`src/rtl/dpc_defs.svh`:
```
/*
  Offsets, field positions, command bits and reset values of the
  defective pixel table block. Assumes inclusion by bare name.
*/
//
// Behaviour
// - Writable entry count sizes staged table
// - Entry index is zero based
// - X and Y access indexed staged entry
// - Coordinates relative to full sensor image
// - Edits touch only the staged copy
// - Apply copies staged into active table
// - Save replaces persistent copy, loaded at boot; the code never reads it and loads the factory list at boot instead
// - Restore loads factory list everywhere
// - Corrections may glitch during table transfer
// - Enable switches replacement on or off
// - Method selects average, highlight or zero
// - Average uses mean of neighbours
// - Highlight forces largest pixel value
`ifndef DPC_DEFS_SVH
`define DPC_DEFS_SVH

// ----------------------------------------
// Register byte offsets
// ----------------------------------------
`define DPC_OFS_CTRL   8'h00
`define DPC_OFS_COUNT  8'h04
`define DPC_OFS_INDEX  8'h08
`define DPC_OFS_XCOORD 8'h0C
`define DPC_OFS_YCOORD 8'h10
`define DPC_OFS_CMD    8'h14
`define DPC_OFS_STATUS 8'h18
`define DPC_OFS_ACTCNT 8'h1C

// ----------------------------------------
// Fields
// ----------------------------------------
`define DPC_CTRL_EN_BIT   0
`define DPC_CTRL_METH_LO  1
`define DPC_CTRL_METH_HI  2
`define DPC_CMD_APPLY_BIT 0
`define DPC_CMD_SAVE_BIT  1
`define DPC_CMD_REST_BIT  2
`define DPC_STAT_BUSY_BIT 0

// ----------------------------------------
// Reset values
// ----------------------------------------
`define DPC_RST_EN 1'h0

`endif

```
`src/rtl/dpc_pkg.sv`:
```
/*
  Types of the defective pixel table block.
  Assumes nothing beyond a SystemVerilog compiler.
*/
package dpc_pkg;

    typedef enum logic [1:0] {
        DPC_METH_AVG  = 2'h0,
        DPC_METH_HIGH = 2'h1,
        DPC_METH_ZERO = 2'h2
    } dpc_method_type;

    typedef enum logic [3:0] {
        DPC_ST_IDLE    = 4'h1,
        DPC_ST_APPLY   = 4'h2,
        DPC_ST_SAVE    = 4'h4,
        DPC_ST_RESTORE = 4'h8
    } dpc_state_type;

endpackage

```
`src/rtl/dpc_top.sv`:
```
/*
  Table based defective pixel replacement: APB register file, staged
  and persistent tables, active compare table and pixel stream path.
  Assumes APB master on ref_clk and a pixel stream on the same clock
  with neighbour values supplied beside each pixel.
*/
`timescale 1ns/1ns
`include "dpc_defs.svh"
module dpc_top #(
    parameter int                    DEPTH         = 8,
    parameter int                    CW            = 16,
    parameter int                    PW            = 12,
    parameter int                    FACTORY_COUNT = 0,
    parameter logic [DEPTH*CW-1:0]   FACTORY_X     = '0,
    parameter logic [DEPTH*CW-1:0]   FACTORY_Y     = '0
) (
    // Clock and reset
    input  wire logic          ref_clk,
    input  wire logic          rst,
    // APB slave
    input  wire logic          psel,
    input  wire logic          penable,
    input  wire logic          pwrite,
    input  wire logic [7:0]    paddr,
    input  wire logic [31:0]   pwdata,
    output logic      [31:0]   prdata,
    output logic               pready,
    output logic               pslverr,
    // Pixel stream in
    input  wire logic          pix_valid,
    input  wire logic [CW-1:0] pix_x,
    input  wire logic [CW-1:0] pix_y,
    input  wire logic [CW-1:0] roi_offset_x,
    input  wire logic [CW-1:0] roi_offset_y,
    input  wire logic [PW-1:0] pix_data,
    input  wire logic [PW-1:0] pix_left,
    input  wire logic [PW-1:0] pix_right,
    // Pixel stream out
    output logic               out_valid,
    output logic      [PW-1:0] out_data
);

    localparam int AW = $clog2(DEPTH);
    localparam int NW = $clog2(DEPTH + 1);
    localparam int EW = 2 * CW;
    localparam logic [NW-1:0] DEPTH_N = NW'(DEPTH);
    localparam logic [NW-1:0] FAC_N   = NW'(FACTORY_COUNT);

    // ----------------------------------------
    // State
    // ----------------------------------------
    logic                   en_r, en_nxt;
    dpc_pkg::dpc_method_type method_r, method_nxt;
    logic [NW-1:0]          count_r, count_nxt;
    logic [AW-1:0]          index_r, index_nxt;
    logic [NW-1:0]          act_count_r, act_count_nxt;
    logic [NW-1:0]          per_count_r, per_count_nxt;
    dpc_pkg::dpc_state_type state_r, state_nxt;
    logic [NW-1:0]          ptr_r, ptr_nxt;
    logic                   pend_r, pend_nxt;
    logic [AW-1:0]          pend_addr_r, pend_addr_nxt;
    logic [CW-1:0]          act_x_r [DEPTH];
    logic [CW-1:0]          act_y_r [DEPTH];

    // Memory ports
    logic          stg_we, per_we;
    logic [AW-1:0] stg_wa, per_wa, stg_ra, per_ra;
    logic [EW-1:0] stg_wd, per_wd, stg_wm, per_wm;
    logic [EW-1:0] stg_rd, per_rd;

    // Active table write
    logic          act_we;
    logic [AW-1:0] act_wa;
    logic [EW-1:0] act_wd;

    // Bus decode
    logic acc, wr, busy;
    logic [AW-1:0] ptr_a;
    logic [EW-1:0] fac_e;

    assign busy    = state_r != dpc_pkg::DPC_ST_IDLE;
    // Table moves own both memories, so the bus simply waits
    assign pready  = !busy;
    assign acc     = psel && penable && !busy;
    assign wr      = acc && pwrite;
    assign ptr_a   = ptr_r[AW-1:0];
    assign fac_e   = {FACTORY_Y[ptr_a*CW +: CW], FACTORY_X[ptr_a*CW +: CW]};

    // ----------------------------------------
    // Tables
    // ----------------------------------------
    dpc_mem #(
        .WIDTH (EW),
        .DEPTH (DEPTH),
        .AW    (AW)
    ) u_staged (
        .clk     (ref_clk),
        .rst     (rst),
        .wr_en   (stg_we),
        .wr_addr (stg_wa),
        .wr_data (stg_wd),
        .wr_mask (stg_wm),
        .rd_addr (stg_ra),
        .rd_data (stg_rd)
    );

    dpc_mem #(
        .WIDTH (EW),
        .DEPTH (DEPTH),
        .AW    (AW)
    ) u_persist (
        .clk     (ref_clk),
        .rst     (rst),
        .wr_en   (per_we),
        .wr_addr (per_wa),
        .wr_data (per_wd),
        .wr_mask (per_wm),
        .rd_addr (per_ra),
        .rd_data (per_rd)
    );

    // ----------------------------------------
    // Control registers
    // ----------------------------------------
    always_comb begin
        en_nxt     = en_r;
        method_nxt = method_r;
        count_nxt  = count_r;
        index_nxt  = index_r;
        if (wr && paddr == `DPC_OFS_CTRL) begin
            en_nxt = pwdata[`DPC_CTRL_EN_BIT];
            unique case (pwdata[`DPC_CTRL_METH_HI:`DPC_CTRL_METH_LO])
                2'h0: method_nxt = dpc_pkg::DPC_METH_AVG;
                2'h1: method_nxt = dpc_pkg::DPC_METH_HIGH;
                2'h2: method_nxt = dpc_pkg::DPC_METH_ZERO;
                default: method_nxt = method_r;
            endcase
        end
        if (wr && paddr == `DPC_OFS_COUNT) begin
            // Count larger than the table clamps to its size
            if (pwdata > 32'(DEPTH)) begin
                count_nxt = DEPTH_N;
            end else begin
                count_nxt = pwdata[NW-1:0];
            end
        end
        // Zero based; positions past the table are ignored
        if (wr && paddr == `DPC_OFS_INDEX && pwdata < 32'(DEPTH)) begin
            index_nxt = pwdata[AW-1:0];
        end
        if (state_r == dpc_pkg::DPC_ST_RESTORE && ptr_r == '0) begin
            count_nxt = FAC_N;
        end
    end

    always_ff @(posedge ref_clk or posedge rst) begin
        if (rst) begin
            en_r     <= `DPC_RST_EN;
            method_r <= dpc_pkg::DPC_METH_AVG;
            count_r  <= '0;
            index_r  <= '0;
        end else begin
            en_r     <= en_nxt;
            method_r <= method_nxt;
            count_r  <= count_nxt;
            index_r  <= index_nxt;
        end
    end

    // ----------------------------------------
    // Table move sequencer
    // ----------------------------------------
    always_comb begin
        state_nxt     = state_r;
        ptr_nxt       = ptr_r;
        pend_nxt      = 1'b0;
        pend_addr_nxt = pend_addr_r;
        act_count_nxt = act_count_r;
        per_count_nxt = per_count_r;
        unique case (state_r)
            dpc_pkg::DPC_ST_IDLE: begin
                ptr_nxt = '0;
                if (wr && paddr == `DPC_OFS_CMD) begin
                    if (pwdata[`DPC_CMD_REST_BIT]) begin
                        state_nxt = dpc_pkg::DPC_ST_RESTORE;
                    end else if (pwdata[`DPC_CMD_APPLY_BIT]) begin
                        state_nxt     = dpc_pkg::DPC_ST_APPLY;
                        act_count_nxt = count_r;
                    end else if (pwdata[`DPC_CMD_SAVE_BIT]) begin
                        state_nxt     = dpc_pkg::DPC_ST_SAVE;
                        per_count_nxt = count_r;
                    end
                end
            end
            dpc_pkg::DPC_ST_APPLY, dpc_pkg::DPC_ST_SAVE: begin
                // Read one entry per cycle; write it back a cycle later
                if (ptr_r < DEPTH_N) begin
                    ptr_nxt       = ptr_r + NW'(1);
                    pend_nxt      = 1'b1;
                    pend_addr_nxt = ptr_a;
                end else if (!pend_r) begin
                    state_nxt = dpc_pkg::DPC_ST_IDLE;
                end
            end
            dpc_pkg::DPC_ST_RESTORE: begin
                act_count_nxt = FAC_N;
                per_count_nxt = FAC_N;
                if (ptr_r < DEPTH_N) begin
                    ptr_nxt = ptr_r + NW'(1);
                end else begin
                    state_nxt = dpc_pkg::DPC_ST_IDLE;
                end
            end
            default: state_nxt = dpc_pkg::DPC_ST_IDLE;
        endcase
    end

    // Reset behaves as power-up: the factory list is loaded as boot table
    always_ff @(posedge ref_clk or posedge rst) begin
        if (rst) begin
            state_r     <= dpc_pkg::DPC_ST_RESTORE;
            ptr_r       <= '0;
            pend_r      <= 1'b0;
            pend_addr_r <= '0;
            act_count_r <= '0;
            per_count_r <= '0;
        end else begin
            state_r     <= state_nxt;
            ptr_r       <= ptr_nxt;
            pend_r      <= pend_nxt;
            pend_addr_r <= pend_addr_nxt;
            act_count_r <= act_count_nxt;
            per_count_r <= per_count_nxt;
        end
    end

    // ----------------------------------------
    // Memory port steering
    // ----------------------------------------
    always_comb begin
        stg_we = 1'b0;
        stg_wa = index_r;
        stg_wd = '0;
        stg_wm = '0;
        per_we = 1'b0;
        per_wa = pend_addr_r;
        per_wd = stg_rd;
        per_wm = '1;
        act_we = 1'b0;
        act_wa = pend_addr_r;
        act_wd = stg_rd;
        stg_ra = busy ? ptr_a : index_r;
        per_ra = ptr_a;
        if (wr && paddr == `DPC_OFS_XCOORD) begin
            stg_we = 1'b1;
            stg_wd = {{CW{1'b0}}, pwdata[CW-1:0]};
            stg_wm = {{CW{1'b0}}, {CW{1'b1}}};
        end
        if (wr && paddr == `DPC_OFS_YCOORD) begin
            stg_we = 1'b1;
            stg_wd = {pwdata[CW-1:0], {CW{1'b0}}};
            stg_wm = {{CW{1'b1}}, {CW{1'b0}}};
        end
        if (state_r == dpc_pkg::DPC_ST_APPLY && pend_r) begin
            act_we = 1'b1;
        end
        if (state_r == dpc_pkg::DPC_ST_SAVE && pend_r) begin
            per_we = 1'b1;
        end
        if (state_r == dpc_pkg::DPC_ST_RESTORE && ptr_r < DEPTH_N) begin
            stg_we = 1'b1;
            stg_wa = ptr_a;
            stg_wd = fac_e;
            stg_wm = '1;
            per_we = 1'b1;
            per_wa = ptr_a;
            per_wd = fac_e;
            act_we = 1'b1;
            act_wa = ptr_a;
            act_wd = fac_e;
        end
    end

    // ----------------------------------------
    // Active table and pixel compare
    // ----------------------------------------
    logic [CW-1:0]    full_x, full_y;
    logic [DEPTH-1:0] hit;

    // Stream positions are in the region; table is in sensor space
    assign full_x = CW'(pix_x + roi_offset_x);
    assign full_y = CW'(pix_y + roi_offset_y);

    genvar gi;
    generate
        for (gi = 0; gi < DEPTH; gi++) begin : g_ent
            logic [CW-1:0] x_nxt, y_nxt;
            always_comb begin
                x_nxt = act_x_r[gi];
                y_nxt = act_y_r[gi];
                if (act_we && act_wa == AW'(gi)) begin
                    x_nxt = act_wd[CW-1:0];
                    y_nxt = act_wd[EW-1:CW];
                end
            end
            always_ff @(posedge ref_clk or posedge rst) begin
                if (rst) begin
                    act_x_r[gi] <= '0;
                    act_y_r[gi] <= '0;
                end else begin
                    act_x_r[gi] <= x_nxt;
                    act_y_r[gi] <= y_nxt;
                end
            end
            // Mid-move the table mixes old and new entries
            assign hit[gi] = (NW'(gi) < act_count_r)
                && act_x_r[gi] == full_x
                && act_y_r[gi] == full_y;
        end
    endgenerate

    // ----------------------------------------
    // Pixel replacement
    // ----------------------------------------
    logic          out_valid_nxt;
    logic [PW-1:0] out_data_nxt;
    logic [PW:0]   nb_sum;

    assign nb_sum = {1'b0, pix_left} + {1'b0, pix_right};

    always_comb begin
        out_valid_nxt = pix_valid;
        out_data_nxt  = pix_data;
        if (pix_valid && en_r && |hit) begin
            unique case (method_r)
                dpc_pkg::DPC_METH_AVG:  out_data_nxt = nb_sum[PW:1];
                dpc_pkg::DPC_METH_HIGH: out_data_nxt = '1;
                dpc_pkg::DPC_METH_ZERO: out_data_nxt = '0;
                default: out_data_nxt = pix_data;
            endcase
        end
    end

    always_ff @(posedge ref_clk or posedge rst) begin
        if (rst) begin
            out_valid <= 1'b0;
            out_data  <= '0;
        end else begin
            out_valid <= out_valid_nxt;
            out_data  <= out_data_nxt;
        end
    end

    // ----------------------------------------
    // Read mux and error
    // ----------------------------------------
    always_comb begin
        prdata  = '0;
        pslverr = 1'b0;
        unique case (paddr)
            `DPC_OFS_CTRL: begin
                prdata[`DPC_CTRL_EN_BIT] = en_r;
                prdata[`DPC_CTRL_METH_HI:`DPC_CTRL_METH_LO] = method_r;
            end
            `DPC_OFS_COUNT:  prdata[NW-1:0] = count_r;
            `DPC_OFS_INDEX:  prdata[AW-1:0] = index_r;
            `DPC_OFS_XCOORD: prdata[CW-1:0] = stg_rd[CW-1:0];
            `DPC_OFS_YCOORD: prdata[CW-1:0] = stg_rd[EW-1:CW];
            `DPC_OFS_CMD:    prdata = '0;
            `DPC_OFS_STATUS: prdata[`DPC_STAT_BUSY_BIT] = busy;
            `DPC_OFS_ACTCNT: prdata[NW-1:0] = act_count_r;
            default:         pslverr = psel && penable && !busy;
        endcase
    end

endmodule

```
`src/rtl/dpc_mem.sv`:
```
/*
  Small table memory with bit-masked write and registered read.
  Assumes one clock; contents are not reset.
*/
`timescale 1ns/1ns
module dpc_mem #(
    parameter int WIDTH = 32,
    parameter int DEPTH = 8,
    parameter int AW    = 3
) (
    // Clock and reset
    input  wire logic             clk,
    input  wire logic             rst,
    // Write port
    input  wire logic             wr_en,
    input  wire logic [AW-1:0]    wr_addr,
    input  wire logic [WIDTH-1:0] wr_data,
    input  wire logic [WIDTH-1:0] wr_mask,
    // Read port
    input  wire logic [AW-1:0]    rd_addr,
    output logic      [WIDTH-1:0] rd_data
);

    logic [WIDTH-1:0] mem [DEPTH];

    always_ff @(posedge clk) begin
        if (wr_en) begin
            mem[wr_addr] <= (mem[wr_addr] & ~wr_mask) | (wr_data & wr_mask);
        end
    end

    always_ff @(posedge clk or posedge rst) begin
        if (rst) begin
            rd_data <= '0;
        end else begin
            rd_data <= mem[rd_addr];
        end
    end

endmodule

```
`config.mk`:
```
export PLATFORM = sky130hd
export DESIGN_NAME = dpc_top
export DESIGN_NICKNAME = d
export VERILOG_FILES = /design/src/rtl/dpc_pkg.sv /design/src/rtl/dpc_top.sv /design/src/rtl/dpc_mem.sv
export VERILOG_INCLUDE_DIRS = /design/src /design/src/rtl
export SDC_FILE = /design/constraint.sdc
export NUM_CORES = 1
export LEC_CHECK = 0
export BUFFER_PORTS_ARGS = -buffer_cell sky130_fd_sc_hd__buf_2
export CORE_MARGIN = 2
export CORE_UTILIZATION = 50
export DETAILED_ROUTE_END_ITERATION = 8
export PLACE_DENSITY_LB_ADDON = 0.05
export SYNTH_ARGS = -nofsm -noshare
export SYNTH_HDL_FRONTEND = slang
export SYNTH_SLANG_ARGS = --single-unit
export TNS_END_PERCENT = 1
```
`constraint.sdc`:
```
create_clock -name ref_clk -period 23.5 [get_ports ref_clk]
set_clock_uncertainty 0.15 [all_clocks]
set_input_delay 1.175 -clock ref_clk [delete_from_list [all_inputs] [get_ports ref_clk]]
set_output_delay 1.175 -clock ref_clk [all_outputs]
set_load 0.01 [all_outputs]
```
---- After elaboration in Yosys (flattened, before gate mapping) ----
Memory sizes are Yosys's and may differ from the RTL's. A register that Yosys moved wholly into a read port is not among the register bits.
Index checks and enable logic that the tools add are counted.
storage, ports and cells
  register bits ........................... 295
  bits in latches ......................... 0
  RAM bits ................................ 256
  ROM bits ................................ 0
  bits of input ports ..................... 146
  output and inout port bits .............. 47
  logic and storage cells ................. 197
  memories kept ........................... 1
cells by class
  $add $sub $neg .......................... 4
  $mul .................................... 0
  divide/modulo/power cells ............... 0
  magnitude comparators ................... 11
  equal/unequal tests ..................... 47
  shift operators ......................... 1
  muxes and demuxes ....................... 44
  bitwise operators ....................... 4
  reductions and logical operators ........ 58
memories
  name          words  bits a word  read ports  clocked after memory_dff  write ports  line           source
  u_staged.mem  8      32           2           1                         1            dpc_mem.sv:24  logic [WIDTH-1:0] mem [DEPTH];
operators by type and width
  kind                       number
  $eq 16x16->1               16
  $mux 32                    5
  $shiftx 128x8->16 const A  1
  $and 32x32->32             2
  $mux 4                     14
  $logic_and 1x1->1          39
  $pmux 12 s3                1
  $add 16x16->16             2
  $eq 8x5->1 const B         4
  $gt 32x4->1 const B        1
  $lt 32x4->1 const B        1
  $mux 16                    2
  $not 32->32                1
  $or 32x32->32              1
  $pmux 12 s2                1
  $eq 8x4->1 const B         2
  $lt 3x4->1 const A         4
  $pmux 4 s2                 2
  $reduce_or 8->1            2
  $add 12x12->13             1
  $eq 3x3->1 const B         4
  $mux 12                    1
  $ne 2x2->1 const B         6
  $pmux 2 s6                 1
  other kinds (34)           55

---- Logic depth before layout (Yosys ltp) ----
Gate-level depths: netlist (run 1).
  depth after elaboration ................. 11
  mapped depth ............................ 17
  mapped depth without buffers ............ 14

---- Hierarchy ----
From an unflattened synthesis (run 1), not the netlist that was laid out.
unflattened totals
  cells, all modules ...................... 2879
  area, all modules ....................... 32513.7 µm²
by module, submodules not included
  module   instances  cells each  area an instance (µm²)  sequential area each (µm²)
  dpc_top  1          2233        19572.5                 7383.3
  dpc_mem  1          646         12941.2                 8488.1

---- Least setup slack after synthesis (run 1) ----
No wires, ideal clock.
  path kind ............................... input-to-reg
  from .................................... input port paddr[5]
  to ...................................... memory u_staged.mem[0][0], enable pin
  library setup time ...................... 0.461 ns
  data arrival time ....................... 4.930 ns
  required time ........................... 22.889 ns
  path slack .............................. 17.959 ns
  stages .................................. 8
  path buffers ............................ 1
  path through ............................ nor3_1 > nand2_1 > nor4_1 > and2_0 > and2_1 > clkbuf_1 > nor3_1 > nor3_1
on the way
  cells in the longest elaborated chain, start to end .. 7
  elaborated cells between the ends (all ways) .. 9
  those cells by class .................... eq/ne: 2; mux: 5; reduce/logical: 2
RTL lines
  element                           line            source
  start, declared                   dpc_top.sv:24   input wire logic [7:0] paddr,
  $eq 8x4->1                        n/a
  $logic_and 1x1->1 (no line)       n/a
  $mux 1                            dpc_top.sv:254  if (wr && paddr == `DPC_OFS_XCOORD) begin
  $mux 1 (*)                        dpc_top.sv:259  if (wr && paddr == `DPC_OFS_YCOORD) begin
  $mux 1 (*)                        dpc_top.sv:270  if (state_r == dpc_pkg::DPC_ST_RESTORE && ptr_r < DEPTH_N) begin
  $mux 1 (*)                        dpc_mem.sv:27   if (wr_en) begin
  $mux 1 (not written as such) (*)  dpc_mem.sv:28   mem[wr_addr] <= (mem[wr_addr] & ~wr_mask) | (wr_data & wr_mask);
  end, declared                     dpc_mem.sv:24
Mark *: on every way between the ends. The rest lies on a longest branch, timed or not.

---- Worst setup path after layout (run 1) ----
  from .................................... input port pix_x[5]
  to ...................................... register out_data[1]
on the way
  cells in the longest elaborated chain, start to end .. 7
  elaborated cells between the ends (all ways) .. 28
  those cells by class .................... add/sub: 1; eq/ne: 8; mux: 1; reduce/logical: 18
RTL lines
  element                line            source
  start, declared        dpc_top.sv:31   input wire logic [CW-1:0] pix_x,
  $add 16x16->16 (*)     dpc_top.sv:291  assign full_x = CW'(pix_x + roi_offset_x);
  $eq 16x16->1           dpc_top.sv:317  && act_x_r[gi] == full_x
  $logic_and 1x1->1      dpc_top.sv:317
  $logic_and 1x1->1      dpc_top.sv:318  && act_y_r[gi] == full_y;
  $reduce_or 8->1 (*)    dpc_top.sv:334  if (pix_valid && en_r && |hit) begin
  $logic_and 1x1->1 (*)  dpc_top.sv:334
  $mux 12 (*)            dpc_top.sv:334
  via out_data_nxt[1]    dpc_top.sv:326  logic [PW-1:0] out_data_nxt;
  end signal, assigned   dpc_top.sv:350  out_data <= out_data_nxt;
  end, declared          dpc_top.sv:40   output logic [PW-1:0] out_data
The timed path passes the listed nets; every way through them passes the cells marked *.
A chain may end at the register's enable or synchronous reset.

==> impl_metrics.py, run 1 <==
metrics = {
    "sta": {
        "slew_violations": 0,
        "period_minus_slack_ns": 6.76,
        "setup_viol": 0,
        "rsz0062_at_grt": "no",
        "post-route-period-util_pct": 28.8,
        "holdWs_ns": 0.332,
        "hold_viol": 0,
        "worst_pin_slew_ns": 1.28,
        "max_freq_mhz": 148,
        "tns_ns": 0,
        "relSlewSlack_pct": 15.0,
    },
    "die": {
        "row_count": 95,
        "die_h_um": 264,
        "die_area_um2": 69500,
        "initial_core_util_pct": 50.4,
        "die_x_um": 264,
        "coreArea_um2": 66900,
        "pin_count": 193,
    },
    "drt": {
        "first_pass_iters": 8,
        "drt-total-wl_um": 130000,
        "viasPerCell": 6.69,
        "vias": 28700,
        "drt-initial-drc-count": 3753,
        "avgRoutedWirePerCell_um": 30.3,
        "ant_nets": 0,
        "drc": 0,
    },
    "clocking": {
        "cts_setup_buffers": 0,
        "clk_latency_ns": 0.63,
        "clk_pin_slew_worst_paths_ns": 0.06,
        "cts_hold_buf": 0,
        "cts_resized": 0,
        "cts_root_buf": "clkbuf_16",
        "cts.sinks": 583,
        "cts_tree": "done",
        "h-tree-depth": 3,
        "cts_buffers": 66,
        "cts_buffer_depth": 3,
    },
    "finish": {
        "layout-area-overhead-vs-synth_pct": 11.9,
        "layout_commonest_cell": "nand2_1",
        "final_cells": 4293,
        "drive_above_1_share_pct": 15.8,
        "insertedDiodeCount": 0,
        "final_cell_mix": "nand2_1 (451), o21ai_0 (357), dfrtp_1 (326), edfxtp_1 (256), buf_2 (176)",
        "finalInstanceArea_um2": 37700,
        "fin_util_pct": 56.4,
        "nNetsFinal": 3562,
    },
    "synthesis": {
        "netlist_area_um2": 33700,
        "synth_seq_cells": 583,
        "synth_flop_cell": "dfrtp_1",
        "yosysWarnings": 0,
        "synthArstFlopShare_pct": 56.1,
        "synth_cell_types": 104,
        "netlist.top_cell.by_area": "dfrtp_1",
        "synth-edff-count": 256,
        "synth_top_area_share_pct": 24.2,
        "synth_cells": 3256,
        "ys_seq_area_share_pct": 47.1,
        "synth_area_leaders": "dfrtp_1 (24%), edfxtp_1 (23%), o21ai_0 (5.3%), nand2_1 (5.1%), mux4_2 (4.3%)",
        "syn_avg_cell_area_um2": 10.4,
    },
    "pwr": {
        "intPower_mw": 1.81,
        "p_per_area_nw_per_um2": 67.7,
        "pwr-share-clk_pct": 40.9,
        "swShare_pct": 29.3,
        "combPwrFrac_pct": 17.6,
        "ir_drop_mv": 0.0665,
        "p_sw_mw": 0.749,
        "sequentialPowerShare_pct": 41.5,
        "p_leak_nw": 14.0,
    },
    "placed_design": {
        "dp_hpwl_um": 94300,
        "port_buffers": 176,
        "gp_congestion": 1.05,
        "placed_area_um2": 35500,
        "dp_cells": 4175,
    },
    "critical_path": {
        "crit_required_ns": 23.78,
        "reg2reg_to": "out_data[1]$_DFF_PP0_",
        "critPathMaxFanout": 31,
        "reg2reg_from": "act_x_r[102]$_DFFE_PP0P_",
        "cp.arrival_ns": 7.04,
        "critPathCaptureType": "flop",
        "r2r_slack_ns": 17.97,
        "path_class": "in2reg",
        "rr_worst_depth": 11,
        "worstSetupStartpointType": "input pin",
    },
    "global_routing": {
        "grt_use_met1_pct": 50.8,
        "antenna_found_initial": 6,
        "gr-usage-all-layers_pct": 36.9,
        "grt_start_max_net_pins": 126,
        "grt_pass1_vias": 27522,
        "grt_overflow": 0,
        "busiest_layer": "met2",
        "met3_usage_pct": 7.20,
        "grt_pass1_wl_um": 189000,
        "grt_util_met2_pct": 57.4,
    },
    "hold_path": {
        "hp-class": "reg2reg",
        "hp-start": "act_y_r[108]$_DFFE_PP0P_",
        "hold_end": "act_y_r[108]$_DFFE_PP0P_",
        "hold_depth": 2,
    },
    "run_status": {
        "status": "completed",
    },
    "job": {
        "max-cap-violations": 0,
    },
}
==> metrics by stage <==
stage	power [mW]	worst slack [ns]
floorplan	1.35	13.12
global placement	1.51	16.42
detailed placement	1.51	16.24
CTS	2.55	16.86
global route	2.62	16.54
finish	2.56	16.74
==> worst max-delay path by stage <==
| stage | to | slack, ns | startpoint |
|---|---|---|---|
| 2_1_floorplan | act_count_r[0]$_DFFE_PP0P_ | 13.12 | rst |
| 3_3_place_gp | out_data[1]$_DFF_PP0_ | 16.42 | pix_x[0] |
| 3_5_place_dp | out_data[0]$_DFF_PP0_ | 16.24 | pix_x[0] |
| 4_1_cts | out_data[0]$_DFF_PP0_ | 16.86 | pix_x[0] |
| 5_1_grt | out_data[0]$_DFF_PP0_ | 16.54 | pix_x[0] |
| 6_report | out_data[1]$_DFF_PP0_ | 16.74 | pix_x[5] |
==> flip-flops by register name, summed over array words and instances, names as in the netlist <==
register and flops:
u_staged.rd_data 32, pend_addr_r 3, en_r 1, pend_r 1, act_y_r 128, u_staged.mem 256, ptr_r 4, index_r 3
act_count_r 4, act_x_r 128, out_data 12, method_r 2, state_r 4, count_r 4, out_valid 1
==> Yosys cell counts (46+ instances only) <==
cell type / instances
nand4_1: 49
nand2_1: 459
nor4_1: 59
a21oi_1: 89
nor2_1: 147
nand3_1: 54
a22oi_1: 79
nor3_1: 75
clkbuf_1: 165
dfrtp_1: 326
xor2_1: 87
o21ai_0: 357
xnor2_1: 138
edfxtp_1: 256
mux4_2: 64
mux2i_1: 46
==> per-layer routing <==
metal	part of all wire [%]	wire [um]
met5	0.031	40
met3	9.5	12300
met4	4.9	6350
met1	41	52800
met2	45	58700
==> power groups by stage <==
| stage | clock, mW | combinational (mW) | sequential, mW |
|---|---|---|---|
| floorplan | 0 | 0.269 | 1.08 |
| global placement | 0 | 0.432 | 1.08 |
| detailed placement | 0 | 0.431 | 1.08 |
| CTS | 1.06 | 0.434 | 1.06 |
| global route | 1.10 | 0.469 | 1.06 |
| finish | 1.05 | 0.450 | 1.06 |
==> area by class of cell <==
cell class                      instances  area (um2)
Sequential cell                       583       15900
Inverter                               45         176
Tap cell                              873        1090
Fill cell                            5781       29200
Multi-Input combinational cell       2427       17000
Clock inverter                         30         388
Timing Repair Buffer                  247        1410
Clock buffer                           88        1790
==> kinds of logic (layout without fill, tap and decap cells) <==
group | after synthesis | in the layout | synth area share [%]
multiplexers | 153 | 153 | 7.08
flip-flops | 583 | 583 | 47.1
other | 1 | 16 | 0.0111
AO/OA/AOI/OAI | 884 | 884 | 17.4
adder cells (fa/ha/maj) | 46 | 46 | 1.77
XOR/XNOR | 255 | 255 | 7.83
AND/OR/NAND/NOR | 1073 | 1073 | 15.6
buffers and inverters | 261 | 410 | 3.18
==> critical path, cell delays in order <==
cell	delay (ns)
buf_2	0.10
ha_1	1.00
and2_1	0.46
a31oi_1	0.20
xnor2_2	0.94
xor2_1	0.34
or4_1	0.50
nor4b_1	0.53
nand4_1	0.16
and4_1	0.30
a311oi_2	1.10
a2bb2oi_1	0.20
No activity file was read; power rests on OpenSTA's default activity.
==> inputs of run 2 (changes only) <==
- clock period: 23.5 -> 6.9 ns (I/O delays scaled with it)
==> impl_metrics.py, run 2 (same netlist as run 1, synthesis figures left out) <==
metrics = {
    "drt": {
        "drt-total-wl_um": 131000,
        "first_pass_iters": 6,
        "drc": 0,
        "avgRoutedWirePerCell_um": 30.2,
        "viasPerCell": 6.67,
        "vias": 28804,
        "drt-initial-drc-count": 3768,
        "ant_nets": 0,
    },
    "sta": {
        "period_minus_slack_ns": 5.49,
        "max_freq_mhz": 182,
        "relSlewSlack_pct": 13.2,
        "slew_violations": 0,
        "rsz0062_at_grt": "no",
        "hold_viol": 0,
        "fin_ws_ns": 1.41,
        "tns_ns": 0,
        "worst_pin_slew_ns": 1.30,
        "setup_viol": 0,
        "post-route-period-util_pct": 79.5,
    },
    "critical_path": {
        "path_class": "in2reg",
        "path_cells": "buf_2, ha_1, inv_1, fa_1, nand2b_1, a21oi_1, nor2_1, a2111o_1, or4_1, or3_1, a2111oi_2, nand4b_1, o32a_1, a311oi_2, buf_4, a2bb2oi_1",
        "cp_slowest_cell": "a21oi_1",
        "critPathMaxFanout": 12,
        "crit_family": "compound AO/OA/AOI/OAI gates",
        "cp.arrival_ns": 5.85,
        "path_buf_inv": 3,
        "critPathCaptureType": "flop",
        "critPathMaxStageDelay_ns": 0.88,
        "crit_required_ns": 7.27,
        "worstSetupStartpointType": "input pin",
    },
    "finish": {
        "largest_reg_flops": 256,
        "fin_util_pct": 56.9,
        "final_cells": 4321,
        "drive_above_1_share_pct": 15.8,
        "layout-area-overhead-vs-synth_pct": 12.9,
        "top_regs": "u_staged.mem (256), act_x_r (128), act_y_r (128)",
        "regMostFlops": "u_staged.mem",
        "final_cell_mix": "nand2_1 (451), o21ai_0 (357), dfrtp_1 (326), edfxtp_1 (256), buf_2 (176)",
        "nNetsFinal": 3588,
        "finalInstanceArea_um2": 38100,
        "layout_commonest_cell": "nand2_1",
    },
    "die": {
        "die_area_um2": 69500,
        "pin_count": 193,
        "coreArea_um2": 66900,
        "die_h_um": 264,
        "initial_core_util_pct": 50.4,
        "row_count": 95,
        "die_x_um": 264,
    },
    "clocking": {
        "cts_buffers": 66,
        "clk_pin_slew_worst_paths_ns": 0.06,
        "cts_root_buf": "clkbuf_16",
        "h-tree-depth": 3,
        "cts.sinks": 583,
        "cts_setup_buffers": 0,
        "clk_latency_ns": 0.62,
        "cts_resized": 0,
        "cts_tree": "done",
        "cts_hold_buf": 18,
        "cts_buffer_depth": 3,
    },
    "global_routing": {
        "gr-usage-all-layers_pct": 37.2,
        "grt_pass1_vias": 27919,
        "grt_pass1_wl_um": 190000,
        "grt_start_max_net_pins": 173,
        "grt_overflow": 0,
        "antenna_found_initial": 0,
    },
    "run_status": {
        "status": "completed",
    },
    "pwr": {
        "p_per_area_nw_per_um2": 230,
        "p_leak_nw": 14.2,
        "ir_drop_mv": 0.218,
    },
    "placed_design": {
        "port_buffers": 176,
        "dp_cells": 4183,
        "post-place-ws_ns": 0.989,
        "dp_hpwl_um": 95500,
        "placed_area_um2": 35600,
        "gp_congestion": 1.06,
    },
    "job": {
        "max-cap-violations": 0,
    },
    "hold_path": {
        "hp-class": "in2reg",
    },
}
-- run 2: changes by cell type in the layout (fill, tap and decap cells not counted), moves of 2 or more --
cell / before / now
buf_4: 71 / 76
clkbuf_8: 6 / 8
dlygate4sd3_1: 0 / 18
nor2_2: 7 / 5
nor2_4: 1 / 3
bufinv_16: 5 / 7
buf_12: 0 / 3
clkinv_2: 11 / 5
clkinv_1: 2 / 13
clkbuf_1: 16 / 11
-- run 2: cell type report --
class / count / area, um2
Antenna cell: 1 / 2.50
Clock buffer: 85 / 1800
Clock inverter: 34 / 435
Fill cell: 5834 / 28900
Inverter: 45 / 173
Multi-Input combinational cell: 2427 / 17000
Sequential cell: 583 / 15900
Tap cell: 873 / 1090
Timing Repair Buffer: 273 / 1690
-- run 2: tightest hold or removal path, cell delays in order --
cell,delay [ns]
buf_2,0.08
nor4_1,0.03
nand3_1,0.08
nor3_1,0.06
o21ai_0,0.14
-- run 2: worst paths after layout --
path,to,from,slack [ns],cells after the start
min,count_r[3]$_DFFE_PP0P_,pwdata[16],0.01,5
max reg2reg,u_staged.mem[6][27]$_DFFE_PP_,state_r[1]$_DFFE_PP0P_,2.06,12
max in group asynchronous,act_y_r[119]$_DFFE_PP0P_,rst,4.51,5
min reg2reg,act_y_r[12]$_DFFE_PP0P_,act_y_r[12]$_DFFE_PP0P_,0.34,2
max,out_data[0]$_DFF_PP0_,pix_x[0],1.41,16
min in group asynchronous,act_y_r[70]$_DFFE_PP0P_,rst,0.23,3
-- run 2: stage by stage --
step	power, mW	hold WS [ns]
after floorplan	4.59	0.226
after global placement	5.15	0.314
after detailed placement	5.15	0.326
after CTS	8.77	0.000427
after global routing	9.02	0.0696
final	8.77	0.0144
-- run 2: metal layers --
| metal | vias to the layer above | track usage, % | wire, um |
|---|---|---|---|
| li1 | 12505 | - | - |
| met1 | 14316 | 50.6 | 53000 |
| met2 | 1636 | 58.6 | 59600 |
| met4 | 0 | 16.3 | 6390 |
| met3 | 347 | 6.98 | 11600 |
| met5 | - | 0 | 0 |
-- run 2: where the power goes --
group	internal, mW	switching [mW]	total, mW
sequential	3.61	0.00237	3.61
clock	2.13	1.49	3.63
combinational	0.507	1.03	1.54
total	6.25	2.53	8.77
